`config.mk`:
```
export PLATFORM = sky130hd
export DESIGN_NAME = rcb_top
export DESIGN_NICKNAME = d
export VERILOG_FILES = /design/src/common/rcb_pkg.sv /design/src/common/rcb_tmr_if.sv /design/src/rtl/rcb_tick.sv /design/src/rtl/rcb_timer.sv /design/src/rtl/rcb_top.sv
export SDC_FILE = /design/constraint.sdc
export NUM_CORES = 1
export LEC_CHECK = 0
export BUFFER_PORTS_ARGS = -buffer_cell sky130_fd_sc_hd__buf_2
export CAP_MARGIN = 5
export CORE_AREA = 2 2 161 163
export CTS_CLUSTER_DIAMETER = 40
export DETAILED_ROUTE_END_ITERATION = 16
export DIE_AREA = 0 0 163 165
export PLACE_DENSITY = 0.82
export REMOVE_ABC_BUFFERS = 1
export SETUP_SLACK_MARGIN = 0.15
export SLEW_MARGIN = 20
export SYNTH_ARGS = -nofsm -noshare
export SYNTH_HDL_FRONTEND = slang
export SYNTH_SLANG_ARGS = --single-unit
```
`constraint.sdc`:
```
create_clock -name mclk -period 20.1 [get_ports mclk]
set_clock_uncertainty 0.1 [all_clocks]
set_input_delay 4.02 -clock mclk [delete_from_list [all_inputs] [get_ports mclk]]
set_output_delay 4.02 -clock mclk [all_outputs]
set_load 0.01 [all_outputs]
```
`src/common/rcb_pkg.sv`:
```
package rcb_pkg;
	localparam int unsigned CLK_PERIOD_NS = 50;
	localparam int unsigned TICK_PERIOD_NS = 1000000;
	localparam int unsigned TICK_CYCLES = (TICK_PERIOD_NS + CLK_PERIOD_NS - 1) / CLK_PERIOD_NS;
	localparam int unsigned LOCKOUT_MS = 500;
	localparam int AW = 4;
	localparam int DW = 16;
	localparam int TW = 16;
	localparam int NCYC = 8;
	localparam int NBLK = 4;

	typedef logic [AW-1:0] rcb_addr_t;
	typedef logic [DW-1:0] rcb_data_t;
	typedef logic [TW-1:0] rcb_time_t;

	localparam rcb_addr_t ADDR_CTRL = 4'h0;
	localparam rcb_addr_t ADDR_SHOTS = 4'h1;
	localparam rcb_addr_t ADDR_DEAD1P = 4'h2;
	localparam rcb_addr_t ADDR_DEAD3P = 4'h3;
	localparam rcb_addr_t ADDR_DEADPH1 = 4'h4;
	localparam rcb_addr_t ADDR_DEADPH2 = 4'h5;
	localparam rcb_addr_t ADDR_DEADPH3 = 4'h6;
	localparam rcb_addr_t ADDR_RECLAIM = 4'h7;
	localparam rcb_addr_t ADDR_MCBLOCK = 4'h8;
	localparam rcb_addr_t ADDR_CBSUPV = 4'h9;
	localparam rcb_addr_t ADDR_STATUS = 4'ha;

	localparam int CTRL_RDY_FIRST = 0;
	localparam int CTRL_RDY_EACH = 1;
	localparam int CTRL_ADT = 2;
	localparam int CTRL_PICKUP = 3;
	localparam int CTRL_ALLOW3P = 4;
	localparam int CTRL_FORCED3P = 5;
	localparam int CTRL_INDIV = 6;

	localparam rcb_data_t CTRL_RST = 16'h0013;
	localparam logic [3:0] SHOTS_RST = 4'h1;
	localparam rcb_time_t DEAD1P_RST = 16'h03e8;
	localparam rcb_time_t DEAD3P_RST = 16'h01f4;
	localparam rcb_time_t RECLAIM_RST = 16'h0bb8;
	localparam rcb_time_t MCBLOCK_RST = 16'h0bb8;
	localparam rcb_time_t CBSUPV_RST = 16'h0bb8;
	localparam rcb_time_t LOCKOUT_TIME = rcb_time_t'(LOCKOUT_MS);

	typedef enum logic [2:0] {
		ST_IDLE = 3'b000,
		ST_TRIPPED = 3'b001,
		ST_DEAD = 3'b010,
		ST_RECLAIM = 3'b011,
		ST_LOCKOUT = 3'b100
	} rcb_state_t;
endpackage

```
`src/common/rcb_tmr_if.sv`:
```
`timescale 1ns/10ps
interface rcb_tmr_if;
	logic start;
	rcb_pkg::rcb_time_t load;
	logic busy;
	logic done;
	modport ctl(output start, output load, input busy, input done);
	modport tmr(input start, input load, output busy, output done);
endinterface

```
`src/rtl/rcb_tick.sv`:
```
`timescale 1ns/10ps
module rcb_tick #(
	parameter int unsigned TICK_CYC = rcb_pkg::TICK_CYCLES
) (
	input wire logic clk,
	input wire logic rstB,
	output logic tick
);
	import rcb_pkg::*;
	typedef struct packed {
		logic [31:0] cnt;
		logic tick;
	} rcb_tick_st_t;
	rcb_tick_st_t q, d;

	always_comb begin
		d = q;
		d.tick = 1'b0;
		if (q.cnt >= TICK_CYC - 1) begin
			d.cnt = 32'h0;
			d.tick = 1'b1;
		end else begin
			d.cnt = q.cnt + 32'h1;
		end
	end

	always_ff @(posedge clk or negedge rstB) begin
		if (!rstB) begin
			q <= '0;
		end else begin
			q <= d;
		end
	end
	assign tick = q.tick;
endmodule // rcb_tick

```
`src/rtl/rcb_timer.sv`:
```
`timescale 1ns/10ps
module rcb_timer (
	input wire logic clk,
	input wire logic rstB,
	input wire logic tick,
	rcb_tmr_if.tmr tif
);
	import rcb_pkg::*;
	typedef struct packed {
		rcb_time_t cnt;
		logic busy;
		logic done;
	} rcb_tmr_st_t;
	rcb_tmr_st_t q, d;

	// A zero load expires at once; a start always restarts
	always_comb begin
		d = q;
		d.done = 1'b0;
		if (tif.start) begin
			d.cnt = tif.load;
			d.busy = (tif.load != '0);
			d.done = (tif.load == '0);
		end else if (q.busy && tick) begin
			d.cnt = q.cnt - 16'h1;
			if (q.cnt == 16'h1) begin
				d.busy = 1'b0;
				d.done = 1'b1;
			end
		end
	end

	always_ff @(posedge clk or negedge rstB) begin
		if (!rstB) begin
			q <= '0;
		end else begin
			q <= d;
		end
	end
	assign tif.busy = q.busy;
	assign tif.done = q.done;
endmodule // rcb_timer

```
`src/rtl/rcb_top.sv`:
```
// Overview of operation
// - Global block refuses start, else lock-out
// - Blocked cycles are skipped when selecting
// - Running cycle blocked aborts, no close
// - Close starts reclaim; adaptive zero disables
// - Reclaim expiry returns to idle
// - Reclaim trip: next cycle or unsuccessful
// - Lock-out holds 0.5 s, then quiescent
// - Manual close blocks; trips then final
// - First trip needs breaker ready
// - Optional readiness check before later shots
// - Ready supervision expiry gives lock-out
// - Series contacts decode open count
// - No start unless breaker was closed
// - Dead time starts on trip drop or open
// - Three poles open after one-pole trip
// - Two poles open before dead time: final, couple three-pole
// - Pole opening in dead time goes three-pole
// - Three-pole cycle: dead, close, reclaim
// - Pickup mode picks dead time by fault
// - Unsuccessful: final trip, then lock-out
// - At most eight chained attempts
// - Only first trip initiates the sequence
//
// Implementation choices: the register addresses and the plain strobed port.
`timescale 1ns/10ps
module rcb_top #(
	parameter int unsigned TICK_CYC = rcb_pkg::TICK_CYCLES
) (
	input wire logic mclk,
	input wire logic rst_b,
	input wire rcb_pkg::rcb_addr_t regAddr,
	input wire rcb_pkg::rcb_data_t regWdata,
	input wire logic regWr,
	input wire logic regRd,
	output rcb_pkg::rcb_data_t regRdata,
	input wire logic tripIn,
	input wire logic tripSinglePole,
	input wire logic [1:0] pickupPhases,
	input wire logic blockAllIn,
	input wire logic [rcb_pkg::NBLK-1:0] cycleBlockIn,
	input wire logic manualCloseIn,
	input wire logic breakerReadyInput,
	input wire logic poleAAuxContact,
	input wire logic poleBAuxContact,
	input wire logic poleCAuxContact,
	input wire logic allPolesOpenInput,
	input wire logic allPolesClosedInput,
	output logic closeCmd,
	output logic trip3pCmd,
	output logic finalTrip,
	output logic arRunning,
	output logic arLockout
);
	import rcb_pkg::*;

	typedef struct packed {
		rcb_state_t st;
		rcb_data_t ctrl;
		logic [3:0] shots;
		rcb_time_t dead1p;
		rcb_time_t dead3p;
		rcb_time_t deadPh1;
		rcb_time_t deadPh2;
		rcb_time_t deadPh3;
		rcb_time_t reclaim;
		rcb_time_t mcTime;
		rcb_time_t cbTime;
		rcb_data_t rdData;
		logic [2:0] shot;
		logic onePole;
		logic laterShot;
		logic deadOver;
		logic tripPrev;
		logic readyPrev;
		logic wasClosed;
		logic seqStart;
		rcb_time_t seqLoad;
		logic mcStart;
		logic cbStart;
		logic close;
		logic trip3p;
		logic fin;
		logic running;
		logic lock;
	} rcb_top_st_t;

	rcb_top_st_t q, d;
	logic [1:0] rstSync_q;
	logic rstB;
	logic tick;
	logic [NCYC-1:0] cycOk;
	logic [1:0] openCnt;
	logic allClosed;
	logic twoOpenIndiv;
	logic tripRise;
	logic goLock;
	logic [3:0] nextCyc;
	rcb_data_t rdMux;

	rcb_tmr_if seqTmr();
	rcb_tmr_if mcTmr();
	rcb_tmr_if cbTmr();

	// Assert at once, release after two clean edges
	always_ff @(posedge mclk or negedge rst_b) begin
		if (!rst_b) begin
			rstSync_q <= 2'h0;
		end else begin
			rstSync_q <= {rstSync_q[0], 1'b1};
		end
	end
	assign rstB = rstSync_q[1];

	rcb_tick #(.TICK_CYC(TICK_CYC)) uTick (
		.clk(mclk),
		.rstB(rstB),
		.tick(tick)
	);
	rcb_timer uSeqTmr (.clk(mclk), .rstB(rstB), .tick(tick), .tif(seqTmr.tmr));
	rcb_timer uMcTmr (.clk(mclk), .rstB(rstB), .tick(tick), .tif(mcTmr.tmr));
	rcb_timer uCbTmr (.clk(mclk), .rstB(rstB), .tick(tick), .tif(cbTmr.tmr));

	assign seqTmr.start = q.seqStart;
	assign seqTmr.load = q.seqLoad;
	assign mcTmr.start = q.mcStart;
	assign mcTmr.load = q.mcTime;
	assign cbTmr.start = q.cbStart;
	assign cbTmr.load = q.cbTime;

	// Cycles five to eight share the fourth cycle's block input
	for (genvar g = 0; g < NCYC; g++) begin : gCycOk
		assign cycOk[g] = ~cycleBlockIn[(g < NBLK) ? g : NBLK - 1];
	end

	// Series contacts cannot tell one open pole from two
	always_comb begin
		if (q.ctrl[CTRL_INDIV]) begin
			openCnt = 2'({1'b0, ~poleAAuxContact} + {1'b0, ~poleBAuxContact}
				+ {1'b0, ~poleCAuxContact});
			allClosed = poleAAuxContact & poleBAuxContact & poleCAuxContact;
		end else if (allPolesOpenInput) begin
			openCnt = 2'h3;
			allClosed = 1'b0;
		end else if (allPolesClosedInput) begin
			openCnt = 2'h0;
			allClosed = 1'b1;
		end else begin
			openCnt = 2'h1;
			allClosed = 1'b0;
		end
		twoOpenIndiv = q.ctrl[CTRL_INDIV] && (openCnt == 2'h2);
	end

	function automatic logic [3:0] firstCyc(input logic [NCYC-1:0] ok,
		input logic [3:0] from, input logic [3:0] lim);
		logic [3:0] r;
		r = 4'h8;
		for (int i = NCYC - 1; i >= 0; i--) begin
			if (ok[i] && (4'(i) >= from) && (4'(i) < lim)) begin
				r = 4'(i);
			end
		end
		return r;
	endfunction

	function automatic rcb_time_t deadSel(input rcb_top_st_t s, input logic onePole,
		input logic [1:0] ph);
		rcb_time_t t;
		t = s.dead3p;
		if (onePole) begin
			t = s.dead1p;
		end else if (s.ctrl[CTRL_PICKUP]) begin
			t = (ph == 2'h1) ? s.deadPh1 : (ph == 2'h2) ? s.deadPh2 : s.deadPh3;
		end
		return t;
	endfunction

	always_comb begin
		unique case (regAddr)
			ADDR_CTRL: rdMux = q.ctrl;
			ADDR_SHOTS: rdMux = {12'h000, q.shots};
			ADDR_DEAD1P: rdMux = q.dead1p;
			ADDR_DEAD3P: rdMux = q.dead3p;
			ADDR_DEADPH1: rdMux = q.deadPh1;
			ADDR_DEADPH2: rdMux = q.deadPh2;
			ADDR_DEADPH3: rdMux = q.deadPh3;
			ADDR_RECLAIM: rdMux = q.reclaim;
			ADDR_MCBLOCK: rdMux = q.mcTime;
			ADDR_CBSUPV: rdMux = q.cbTime;
			ADDR_STATUS: rdMux = {5'h00, mcTmr.busy, cbTmr.busy, seqTmr.busy,
				q.onePole, q.laterShot, q.shot, q.st};
			default: rdMux = 16'h0000;
		endcase
	end

	always_comb begin
		d = q;
		goLock = 1'b0;
		nextCyc = 4'h8;
		tripRise = tripIn & ~q.tripPrev;
		d.tripPrev = tripIn;
		d.readyPrev = breakerReadyInput;
		d.seqStart = 1'b0;
		d.mcStart = 1'b0;
		d.cbStart = 1'b0;
		d.close = 1'b0;
		d.trip3p = 1'b0;
		d.fin = 1'b0;
		d.rdData = regRd ? rdMux : 16'h0000;
		if (regWr) begin
			unique case (regAddr)
				ADDR_CTRL: d.ctrl = regWdata;
				ADDR_SHOTS: d.shots = (regWdata[3:0] > 4'h8) ? 4'h8 : regWdata[3:0];
				ADDR_DEAD1P: d.dead1p = regWdata;
				ADDR_DEAD3P: d.dead3p = regWdata;
				ADDR_DEADPH1: d.deadPh1 = regWdata;
				ADDR_DEADPH2: d.deadPh2 = regWdata;
				ADDR_DEADPH3: d.deadPh3 = regWdata;
				ADDR_RECLAIM: d.reclaim = regWdata;
				ADDR_MCBLOCK: d.mcTime = regWdata;
				ADDR_CBSUPV: d.cbTime = regWdata;
				default: ;
			endcase
		end
		if (manualCloseIn) begin
			d.mcStart = 1'b1;
		end
		if (!tripIn) begin
			d.wasClosed = allClosed;
		end
		// Also arm when readiness was already missing as the sequence started
		if (q.running && !breakerReadyInput
			&& (q.readyPrev || !(cbTmr.busy || q.cbStart))) begin
			d.cbStart = 1'b1;
		end
		unique case (q.st)
			ST_IDLE: begin
				nextCyc = firstCyc(cycOk, 4'h0, q.shots);
				if (tripRise) begin
					if (mcTmr.busy || mcTmr.start) begin
						d.fin = 1'b1;
						goLock = 1'b1;
					end else if (!blockAllIn && q.wasClosed && nextCyc != 4'h8
						&& (breakerReadyInput || !q.ctrl[CTRL_RDY_FIRST])) begin
						d.shot = nextCyc[2:0];
						d.onePole = tripSinglePole;
						d.laterShot = 1'b0;
						d.deadOver = 1'b0;
						d.st = ST_TRIPPED;
					end
				end
			end
			ST_TRIPPED: begin
				if (blockAllIn || !cycOk[q.shot]) begin
					goLock = 1'b1;
				end else if (!tripIn || openCnt != 2'h0) begin
					if (q.onePole && twoOpenIndiv) begin
						d.trip3p = 1'b1;
						d.fin = 1'b1;
						goLock = 1'b1;
					end else if (q.onePole && openCnt == 2'h3) begin
						if (q.ctrl[CTRL_ALLOW3P] && !q.ctrl[CTRL_PICKUP]) begin
							d.onePole = 1'b0;
							d.seqStart = 1'b1;
							d.seqLoad = q.dead3p;
							d.st = ST_DEAD;
						end else begin
							d.fin = 1'b1;
							goLock = 1'b1;
						end
					end else begin
						d.seqStart = 1'b1;
						d.seqLoad = deadSel(q, q.onePole, pickupPhases);
						d.st = ST_DEAD;
					end
				end
			end
			ST_DEAD: begin
				if (blockAllIn || !cycOk[q.shot]) begin
					goLock = 1'b1;
				end else if (q.onePole && openCnt > 2'h1) begin
					if (twoOpenIndiv && q.ctrl[CTRL_FORCED3P]) begin
						d.trip3p = 1'b1;
					end
					if (q.ctrl[CTRL_ALLOW3P]) begin
						d.onePole = 1'b0;
						d.seqStart = 1'b1;
						d.seqLoad = deadSel(q, 1'b0, pickupPhases);
					end else begin
						d.fin = 1'b1;
						goLock = 1'b1;
					end
				end else if (seqTmr.done || q.deadOver) begin
					// Dead time stretches while a later shot waits for readiness
					if (q.ctrl[CTRL_RDY_EACH] && q.laterShot && !breakerReadyInput) begin
						d.deadOver = 1'b1;
						if (cbTmr.done) begin
							goLock = 1'b1;
						end
					end else begin
						d.deadOver = 1'b0;
						d.close = 1'b1;
						d.laterShot = 1'b1;
						d.seqStart = 1'b1;
						d.seqLoad = q.reclaim;
						d.st = ST_RECLAIM;
						if (q.ctrl[CTRL_ADT] && q.reclaim == 16'h0000) begin
							d.seqStart = 1'b0;
							d.st = ST_IDLE;
						end
					end
				end
			end
			ST_RECLAIM: begin
				nextCyc = firstCyc(cycOk, {1'b0, q.shot} + 4'h1, q.shots);
				if (blockAllIn) begin
					goLock = 1'b1;
				end else if (tripRise) begin
					if (nextCyc == 4'h8) begin
						d.trip3p = 1'b1;
						d.fin = 1'b1;
						goLock = 1'b1;
					end else begin
						d.shot = nextCyc[2:0];
						d.onePole = tripSinglePole;
						d.st = ST_TRIPPED;
					end
				end else if (seqTmr.done) begin
					d.st = ST_IDLE;
				end
			end
			ST_LOCKOUT: begin
				if (seqTmr.done) begin
					d.st = ST_IDLE;
				end
			end
			default: d.st = ST_IDLE;
		endcase
		if (q.running && cbTmr.done && !breakerReadyInput) begin
			goLock = 1'b1;
		end
		if (goLock) begin
			d.st = ST_LOCKOUT;
			d.close = 1'b0;
			d.seqStart = 1'b1;
			d.seqLoad = LOCKOUT_TIME;
			d.deadOver = 1'b0;
		end
		d.running = (d.st == ST_TRIPPED) || (d.st == ST_DEAD) || (d.st == ST_RECLAIM);
		d.lock = (d.st == ST_LOCKOUT);
	end

	always_ff @(posedge mclk or negedge rstB) begin
		if (!rstB) begin
			q <= '0;
			q.st <= ST_IDLE;
			q.ctrl <= CTRL_RST;
			q.shots <= SHOTS_RST;
			q.dead1p <= DEAD1P_RST;
			q.dead3p <= DEAD3P_RST;
			q.deadPh1 <= DEAD3P_RST;
			q.deadPh2 <= DEAD3P_RST;
			q.deadPh3 <= DEAD3P_RST;
			q.reclaim <= RECLAIM_RST;
			q.mcTime <= MCBLOCK_RST;
			q.cbTime <= CBSUPV_RST;
		end else begin
			q <= d;
		end
	end

	assign regRdata = q.rdData;
	assign closeCmd = q.close;
	assign trip3pCmd = q.trip3p;
	assign finalTrip = q.fin;
	assign arRunning = q.running;
	assign arLockout = q.lock;
endmodule // rcb_top

```
==> results.json, run 1 <==
{
  "port_buffers": 60,
  "hp-class": "reg -> async",
  "critPathTopFamily": "compound AO/OA/AOI/OAI gates",
  "synth_common_cells": "233 x dfrtp_1, 152 x mux2_2, 138 x nand2_1, 68 x nor2_1, 60 x o21ai_0",
  "clock.fmax_mhz": 165.2,
  "firstDrtPassIters": 7,
  "area_delta_synth_final_pct": 11.96,
  "cts.htree.levels": 2,
  "post_cts_buffers": 0,
  "grt_max_degree": 86,
  "final_nets": 1469,
  "synthCells": 1377,
  "ys.flop_type": "dfrtp_1",
  "p_leak_nw": 6.771,
  "cts_tree": "yes",
  "cell_internal_pwr_w": 0.001278,
  "clkTransAtPathRegs_ps": 60,
  "ctsRootBufferMaster": "clkbuf_16",
  "finalWeightedCongestion": 0.9366,
  "fp-row-count": 58,
  "period_needed_ps": 6052,
  "netSwitchingFraction": 0.3145,
  "synth-seq-cells": 288,
  "coreArea_mm2": 0.02504,
  "p_comb_frac": 0.181,
  "drv_cap": 0,
  "fp.dieH_um": 165,
  "rsz0062_at_grt": "false",
  "ctsLongestPathBuffers": 3,
  "grt_pass1_vias": 11940,
  "grt_pass1_wl_um": 65920,
  "synth_area_mm2": 0.01488,
  "status": "finished, final reports clean",
  "drv_slew": 0,
  "num_vias": 11970,
  "cp_slowest_cell": "a2111o_1",
  "p_seq_frac": 0.454,
  "powerDensity_mw_per_mm2": 111.9,
  "setup_tns_ps": 0,
  "drive_gt1_frac": 0.2580,
  "p_switching_w": 0.0005864,
  "yosysSeqAreaShare": 0.4889,
  "fillCellCount": 1921,
  "crit_arrival_ps": 6340,
  "synth_area_per_cell_um2": 10.81,
  "synth_most_common_cell": "dfrtp_1",
  "setup_viol_count_final": 0,
  "worst_slew_pin_slew_ps": 1042,
  "synth_top_area_cell": "dfrtp_1",
  "cts.sinks": 288,
  "cts_made_buffers": 37,
  "synth_top_area_share": 0.3918,
  "vdd_drop_max_uv": 99.77,
  "startpoint_type": "primary input",
  "endpoint_kind": "flop",
  "synth_edf_count": 0,
  "drtIter0Drc": 1600,
  "crit_required_ps": 20390,
  "max_slew_margin": 0.3036,
  "avgViaCountPerCell": 6.737,
  "clk_latency_ps": 540,
  "diodes": 0,
  "crit_chain": "buf_2 -> inv_1 -> fa_1 -> mux2_2 -> a21oi_1 -> buf_4 -> o311ai_4 -> a2111o_1",
  "synthTopCellsByArea": "dfrtp_1 39%, mux2_2 12%, dfstp_2 9.7%",
  "period_share": 0.3011,
  "final_util": 0.6655,
  "die_w_um": 163,
  "drtAntennaViolNets": 0,
  "dieArea_mm2": 0.02690,
  "hold_violations": 0,
  "cts_hold_buf": 0,
  "path_max_fanout": 18,
  "worst-setup-path-type": "in -> reg",
  "initial_core_util": 0.5944,
  "placed_area_mm2": 0.01534,
  "post-route-drc-count": 0,
  "wirelength_um": 41760,
  "ios": 61,
  "yosysWarnings": 0,
  "antenna_found_initial": 0,
  "grt_overflow_total": 0,
  "rrSetupSlack_ps": 17260,
  "post_cts_resized": 0,
  "ys_types": 82,
  "place_hpwl_um": 28390,
  "final_area_mm2": 0.01666,
  "async_flop_share": 1.000,
  "gr-usage-all-layers": 0.3177,
  "worst-path-buf-inv": 3,
  "p_clk_frac": 0.365,
  "max_stage_delay_ps": 500,
  "wl_per_cell_um": 23.51
}
layout by cell type (no fill, tap or decap), drive strengths merged, types with 6 or more instances in the layout:
master / n
dfrtp: 233
mux2: 152
nand2: 138
buf: 79
nor2: 68
o21ai: 66
dfstp: 55
clkbuf: 46
a22oi: 42
a21oi: 37
mux2i: 33
xnor2: 32
inv: 31
nor4: 29
nor3: 29
xor2: 26
nor2b: 24
a31oi: 22
a221oi: 21
a22o: 21
nand2b: 20
conb: 18
a32oi: 16
nand3: 14
a21o: 13
nand4: 12
a211oi: 12
ha: 11
or3: 11
a222oi: 9
nor3b: 8
o22ai: 8
nand3b: 7
and3: 7
a211o: 7
a21boi: 6
a2111o: 6
clkinv: 6
final timing paths:
kind                                  from             end  depth (start not counted)
max                        poleAAuxContact  seqTmr.load[4]                          8
min                           rstSync_q[1]     uCbTmr.q[6]                          0
max reg2reg                          q[30]    seqTmr.start                          8
min reg2reg                   rstSync_q[1]     uCbTmr.q[6]                          0
max in group asynchronous            rst_b    rstSync_q[1]                          1
min in group mclk             rstSync_q[0]    rstSync_q[1]                          0
final cells by class:
class / instances / area [µm²] / share of cell area
clock buffers: 46 / 991.0 / 0.05947
clock inverters: 22 / 285.3 / 0.01712
inverters: 24 / 90.09 / 0.005407
multi-input cells: 987 / 7137 / 0.4283
flip-flops and latches: 288 / 7279 / 0.4369
well taps: 330 / 412.9 / 0.02478
repair buffers: 79 / 466.7 / 0.02801
metrics by stage:
stage | setup WS, ps | std cells | power, W | hold slack, ps
final | 14050 | 1776 | 0.001864 | 139.8
after global routing | 13940 | 1776 | 0.001938 | 168.6
after CTS | 13780 | 1775 | 0.001857 | 252.3
after detailed placement | 13270 | 1707 | 0.001175 | 240.3
after global placement | 13390 | 1707 | 0.001158 | 235.8
after floorplan | 11480 | 1299 | 0.001042 | 231.2
kinds of logic (layout without fill, tap and decap cells):
| logic type | count (synthesis) | after routing | share of synthesized area |
|---|---|---|---|
| AO/OA/AOI/OAI | 323 | 323 | 0.1571 |
| XOR/XNOR | 58 | 58 | 0.03464 |
| adder cells (fa/ha/maj) | 12 | 12 | 0.01059 |
| buffers and inverters | 118 | 171 | 0.03657 |
| flip-flops | 288 | 288 | 0.4889 |
| multiplexers | 185 | 185 | 0.1372 |
| other | 2 | 18 | 0.0005046 |
| AND/OR/NAND/NOR | 391 | 391 | 0.1344 |
power by group through the flow:
stage	clock (W)	combinational, W	sequential [W]
after floorplan	0	0.000231	0.000811
after global placement	0	0.000316	0.000842
after detailed placement	0	0.000328	0.000847
after CTS	0.000685	0.000332	0.000839
after global routing	0.000712	0.000371	0.000855
final	0.000680	0.000338	0.000845
layer usage:
layer	track usage	vias to the layer above	wire, µm
met5	0	-	0
met1	0.4135	5941	16480
met4	0.1641	0	2293
li1	-	5159	-
met3	0.06580	162	3740
met2	0.5060	703	19240
state kept, by name, indices dropped and copies added, names as in the netlist, 2 cells and up:
register     flops
seqTmr.load     16
mcTmr.load      16
uTick.q         32
uCbTmr.q        16
uSeqTmr.q       16
uMcTmr.q        16
q              128
regRdata        16
cbTmr.load      16
rstSync_q        2
worst reg2reg max path, cell delays in order (launching register included):
cell,delay [ps]
dfrtp_1,620
inv_1,100
ha_1,210
nor2b_1,180
o32ai_1,400
o21ai_0,240
nand3_1,250
nand2b_4,220
or3_1,400
Note: power is estimated with default switching activity, not from simulation.
==> run 2, diff against run 1 <==
--- a/config.mk
+++ b/config.mk
@@ -7,11 +7,11 @@
 export LEC_CHECK = 0
 export BUFFER_PORTS_ARGS = -buffer_cell sky130_fd_sc_hd__buf_2
 export CAP_MARGIN = 5
-export CORE_AREA = 2 2 161 163
+export CORE_AREA = 2 2 167 169
 export CTS_CLUSTER_DIAMETER = 40
 export DETAILED_ROUTE_END_ITERATION = 16
-export DIE_AREA = 0 0 163 165
-export PLACE_DENSITY = 0.82
+export DIE_AREA = 0 0 169 171
+export PLACE_DENSITY = 0.8
 export REMOVE_ABC_BUFFERS = 1
 export SETUP_SLACK_MARGIN = 0.15
 export SLEW_MARGIN = 20
==> constraint.sdc (replaced) <==
create_clock -name mclk -period 5.5 [get_ports mclk]
set_clock_uncertainty 0.1 [all_clocks]
set_input_delay 1.1 -clock mclk [delete_from_list [all_inputs] [get_ports mclk]]
set_output_delay 1.1 -clock mclk [all_outputs]
set_load 0.01 [all_outputs]
==> run 2 against run 1 <==
Against the previous run: first-iteration DRC count is 8.3% lower; hold slack better by 38 ps; global-route usage is 2.4 points lower; cell area hardly changed; core utilization is 5.5 points lower; clock-buffer cell count stayed put; cell count is 1.0% higher; worst setup slack worse by 12000 ps; sequential cell count stayed put; critical path type unchanged; highest routed layer unchanged.
==> results.json, run 2 (synthesis results as in run 1) <==
{
  "diodes": 0,
  "rr_startpoint": "q[30]",
  "cts.htree.levels": 2,
  "grt_max_degree": 176,
  "endpoint_kind": "flop",
  "period_share": 0.5571,
  "path_max_fanout": 18,
  "drtIter0Drc": 1467,
  "post_cts_resized": 0,
  "place_hpwl_um": 27420,
  "avgViaCountPerCell": 6.596,
  "rsz0062_at_grt": "false",
  "coreArea_mm2": 0.02732,
  "drv_slew": 0,
  "finalWeightedCongestion": 0.9506,
  "ctsRootBufferMaster": "clkbuf_16",
  "grt_pass1_vias": 11670,
  "dieArea_mm2": 0.02890,
  "r2r_cells": 7,
  "p_leak_nw": 6.777,
  "post-route-drc-count": 0,
  "cts.sinks": 288,
  "crit_arrival_ps": 3410,
  "largest_reg_flops": 128,
  "crit_required_ps": 5850,
  "rrSetupSlack_ps": 2620,
  "gr-usage-all-layers": 0.2938,
  "ios": 61,
  "power_w": 0.006748,
  "whs_ps": 177.5,
  "final_common_cell": "dfrtp_1",
  "clk_latency_ps": 540,
  "layoutNonFillerInstCount": 1794,
  "port_buffers": 60,
  "dp.cells": 1726,
  "drtAntennaViolNets": 0,
  "vdd_drop_max_uv": 238.2,
  "crit_chain": "buf_2 -> inv_1 -> fa_1 -> mux2i_1 -> nor2_1 -> buf_4 -> o311ai_4 -> a22oi_1 -> a21oi_1",
  "drv_cap": 0,
  "final_cell_mix": "232 x dfrtp_1, 152 x mux2_2, 138 x nand2_1",
  "grt_overflow_total": 0,
  "status": "finished, final reports clean",
  "startpoint_type": "primary input",
  "post_cts_buffers": 0,
  "r2r_end": "seqTmr.start",
  "fp.dieH_um": 171,
  "ctsLongestPathBuffers": 3,
  "worst_slew_pin_slew_ps": 1121,
  "initial_core_util": 0.5446,
  "top_register": "q",
  "finalWorstSetupSlack_ps": 2436,
  "period_needed_ps": 3064,
  "num_vias": 11830,
  "firstDrtPassIters": 6,
  "max_slew_margin": 0.2510,
  "top_regs": "q x128, uTick.q x32",
  "area_delta_synth_final_pct": 12.05,
  "clock.fmax_mhz": 326.4,
  "final_nets": 1471,
  "grt_pass1_wl_um": 65820,
  "die_w_um": 169,
  "drive_gt1_frac": 0.2597,
  "wirelength_um": 41810,
  "worst-setup-path-type": "in -> reg",
  "clkTransAtPathRegs_ps": 60,
  "fp-row-count": 61,
  "hp-class": "reg -> async",
  "pre_cts_ws_ps": 1937,
  "cts_tree": "yes",
  "cts_hold_buf": 0,
  "hold_violations": 0,
  "wl_per_cell_um": 23.30,
  "cts_made_buffers": 37,
  "powerDensity_mw_per_mm2": 404.7,
  "final_util": 0.6103,
  "cp_slowest_cell": "o311ai_4",
  "setup_viol_count_final": 0,
  "max_stage_delay_ps": 700,
  "antenna_found_initial": 0
}
## run 2: how the worst max path moves through the flow
stage,start,endpoint,cells after the start
5_1_grt,poleAAuxContact,seqTmr.load[12],9
2_1_floorplan,rstSync_q[1],arLockout,0
3_3_place_gp,poleAAuxContact,seqTmr.load[8],8
4_1_cts,poleAAuxContact,seqTmr.load[15],9
6_report,poleAAuxContact,seqTmr.load[15],9
3_5_place_dp,poleAAuxContact,seqTmr.load[15],9
## run 2: final cells by class
type | instances | area, µm²
Sequential cell | 288 | 7279
Tap cell | 346 | 432.9
Inverter | 24 | 90.09
Clock buffer | 46 | 999.7
Fill cell | 2207 | 10650
Multi-Input combinational cell | 987 | 7129
Timing Repair Buffer | 81 | 470.5
Clock inverter | 22 | 272.8
## run 2: stage by stage
step,cell area [µm²],setup TNS (ps)
after floorplan,14490,-764020
after global placement,15400,0
after detailed placement,15400,0
after CTS,16670,0
after global routing,16670,0
final,16670,0
## run 2: critical path: cells and delay by family
kind | cells | cell delay [ps]
compound gates | 3 | 1060
mux | 1 | 300
buf+inv | 3 | 360
fa+ha+maj | 1 | 490
simple gates | 1 | 90
## run 2: report_power, final
part / switching [W] / internal (W)
registers: 0.000476 / 0.00259
clock network: 0.000974 / 0.00147
logic: 0.000664 / 0.000578
## run 2: layer usage
metal / vias up / part of all wire / track usage
met1: 5852 / 0.40 / 0.3946
met5: - / 0 / 0
met2: 677 / 0.45 / 0.4588
met4: 0 / 0.051 / 0.1486
met3: 146 / 0.095 / 0.05575
li1: 5159 / - / -
==> run 3, diff against run 2 <==
==> constraint.sdc (replaced) <==
create_clock -name mclk -period 2.51 [get_ports mclk]
set_clock_uncertainty 0.1 [all_clocks]
set_input_delay 0.502 -clock mclk [delete_from_list [all_inputs] [get_ports mclk]]
set_output_delay 0.502 -clock mclk [all_outputs]
set_load 0.01 [all_outputs]
==> run 3 against run 2 <==
Against the previous run: combinational power grew to 2.5 times the previous value; worst setup slack lost 2300 ps; core utilization grew 5.9 points; cell count grew 6.6%; clock-buffer cell count grew 2; power grew 140%; hold slack lost 160 ps; non-clock buffer count grew 107; global-route usage grew 1.8 points; largest cell class is now multi-input gates.
==> results.json, run 3 (synthesis results as in run 1) <==
{
  "antenna_found_initial": 0,
  "final_cell_mix": "227 x dfrtp_1, 150 x mux2_2, 136 x nand2_1",
  "die_w_um": 169,
  "post-route-drc-count": 0,
  "cts.sinks": 288,
  "hold_end": "q[26]",
  "initial_core_util": 0.5446,
  "clkTransAtPathRegs_ps": 50,
  "top_regs": "q x128, uTick.q x32",
  "power_w": 0.01613,
  "rrSetupSlack_ps": 130,
  "p_seq_frac": 0.419,
  "drv_slew": 0,
  "firstDrtPassIters": 8,
  "drive_gt1_frac": 0.3442,
  "coreArea_mm2": 0.02732,
  "grt_pass1_wl_um": 70070,
  "port_buffers": 60,
  "final_area_mm2": 0.01829,
  "clock.fmax_mhz": 419.4,
  "ctsLongestPathBuffers": 3,
  "setup_tns_ps": 0,
  "dieArea_mm2": 0.02890,
  "finalWeightedCongestion": 0.9314,
  "ios": 61,
  "whs_path_depth": 1,
  "netSwitchingFraction": 0.3113,
  "final_nets": 1585,
  "cts_made_buffers": 42,
  "rsz0062_at_grt": "true",
  "min_from": "tripIn",
  "worst_slew_pin_slew_ps": 1078,
  "cts.htree.levels": 2,
  "grt_overflow_total": 0,
  "clk_latency_ps": 560,
  "ctsRootBufferMaster": "clkbuf_16",
  "avgViaCountPerCell": 6.545,
  "crit_arrival_ps": 2700,
  "p_clk_frac": 0.385,
  "max_slew_margin": 0.2802,
  "worst-setup-path-type": "reg -> reg",
  "path_max_fanout": 5,
  "drtIter0Drc": 1312,
  "top_register": "q",
  "place_hpwl_um": 30400,
  "p_comb_frac": 0.195,
  "gr-usage-all-layers": 0.3117,
  "endpoint_kind": "flop",
  "largest_reg_flops": 128,
  "p_leak_nw": 7.544,
  "r2r_end": "seqTmr.load[6]",
  "p_switching_w": 0.005020,
  "hold_violations": 0,
  "final_common_cell": "dfrtp_1",
  "fp.dieH_um": 171,
  "placed_area_mm2": 0.01624,
  "whs_ps": 22.43,
  "startpoint_type": "flop",
  "final_util": 0.6695,
  "powerDensity_mw_per_mm2": 881.5,
  "diodes": 0,
  "r2r_cells": 7,
  "hp-class": "in -> reg",
  "period_needed_ps": 2384,
  "crit_required_ps": 2830,
  "status": "finished, final reports clean",
  "cell_internal_pwr_w": 0.01111,
  "rr_startpoint": "q[199]",
  "period_share": 0.9499,
  "setup_viol_count_final": 0,
  "wirelength_um": 45370,
  "drv_cap": 0,
  "grt_pass1_vias": 12420,
  "vdd_drop_max_uv": 644.0,
  "drtAntennaViolNets": 0,
  "wl_per_cell_um": 23.73,
  "num_vias": 12510,
  "area_delta_synth_final_pct": 22.93,
  "grt_max_degree": 120,
  "cts_tree": "yes",
  "fp-row-count": 61
}
run 3: how the worst max path moves through the flow:
stage	from	endpoint	slack [ps]	cells past startpoint
2_1_floorplan	rstSync_q[1]	arLockout	-6110	0
3_3_place_gp	poleAAuxContact	seqTmr.start	-310	9
3_5_place_dp	poleAAuxContact	seqTmr.load[0]	-360	10
4_1_cts	q[31]	seqTmr.load[2]	150	7
5_1_grt	q[30]	arLockout	60	10
6_report	q[199]	seqTmr.load[6]	130	7
run 3: power groups by stage:
stage                     clock (W)  sequential [W]  combinational (W)
final                       0.00621         0.00676            0.00315
after global routing        0.00646         0.00684            0.00342
after CTS                   0.00623         0.00669            0.00303
after detailed placement          0         0.00675            0.00292
after global placement            0         0.00671            0.00282
after floorplan                   0         0.00649            0.00185
run 3: area by class of cell:
cell class	instances	area [µm²]
clock buffers	48	1094
clock inverters	29	387.9
fillers	2007	9030
inverters	24	97.59
multi-input cells	989	7468
flip-flops and latches	288	7286
well taps	346	432.9
repair buffers	188	1528
run 3: what timing repair did:
action / 4_1_cts / 5_1_grt
gates cloned: 1 / 1
hold endpoints to repair: 3 / 0
gates resized for setup: 31 / 56
pin swaps: 6 / 18
endpoints found under the setup margin: 30 / 52
setup buffers: 8 / 9
hold buffers: 2 / 0
run 3: routing by layer:
| metal | vias to the layer above | wire, µm | track usage |
|---|---|---|---|
| met5 | - | 0 | 0 |
| li1 | 5401 | - | - |
| met1 | 6204 | 18280 | 0.4117 |
| met4 | 0 | 2383 | 0.1449 |
| met2 | 720 | 20790 | 0.4984 |
| met3 | 189 | 3921 | 0.06246 |
run 3: worst max-delay path, stage by stage (launching register included):
cell,delay [ps]
dfrtp_1,450
or3b_1,420
o21ba_4,260
nor4b_4,240
o31ai_4,110
buf_6,150
nand2b_4,160
a2111o_1,380
run 3: per-stage QoR:
stage               setup slack, ps  cells
floorplan                     -6115   1299
global placement             -313.7   1814
detailed placement           -362.8   1814
CTS                           147.1   1902
global route                  63.61   1912
finish                        125.7   1912
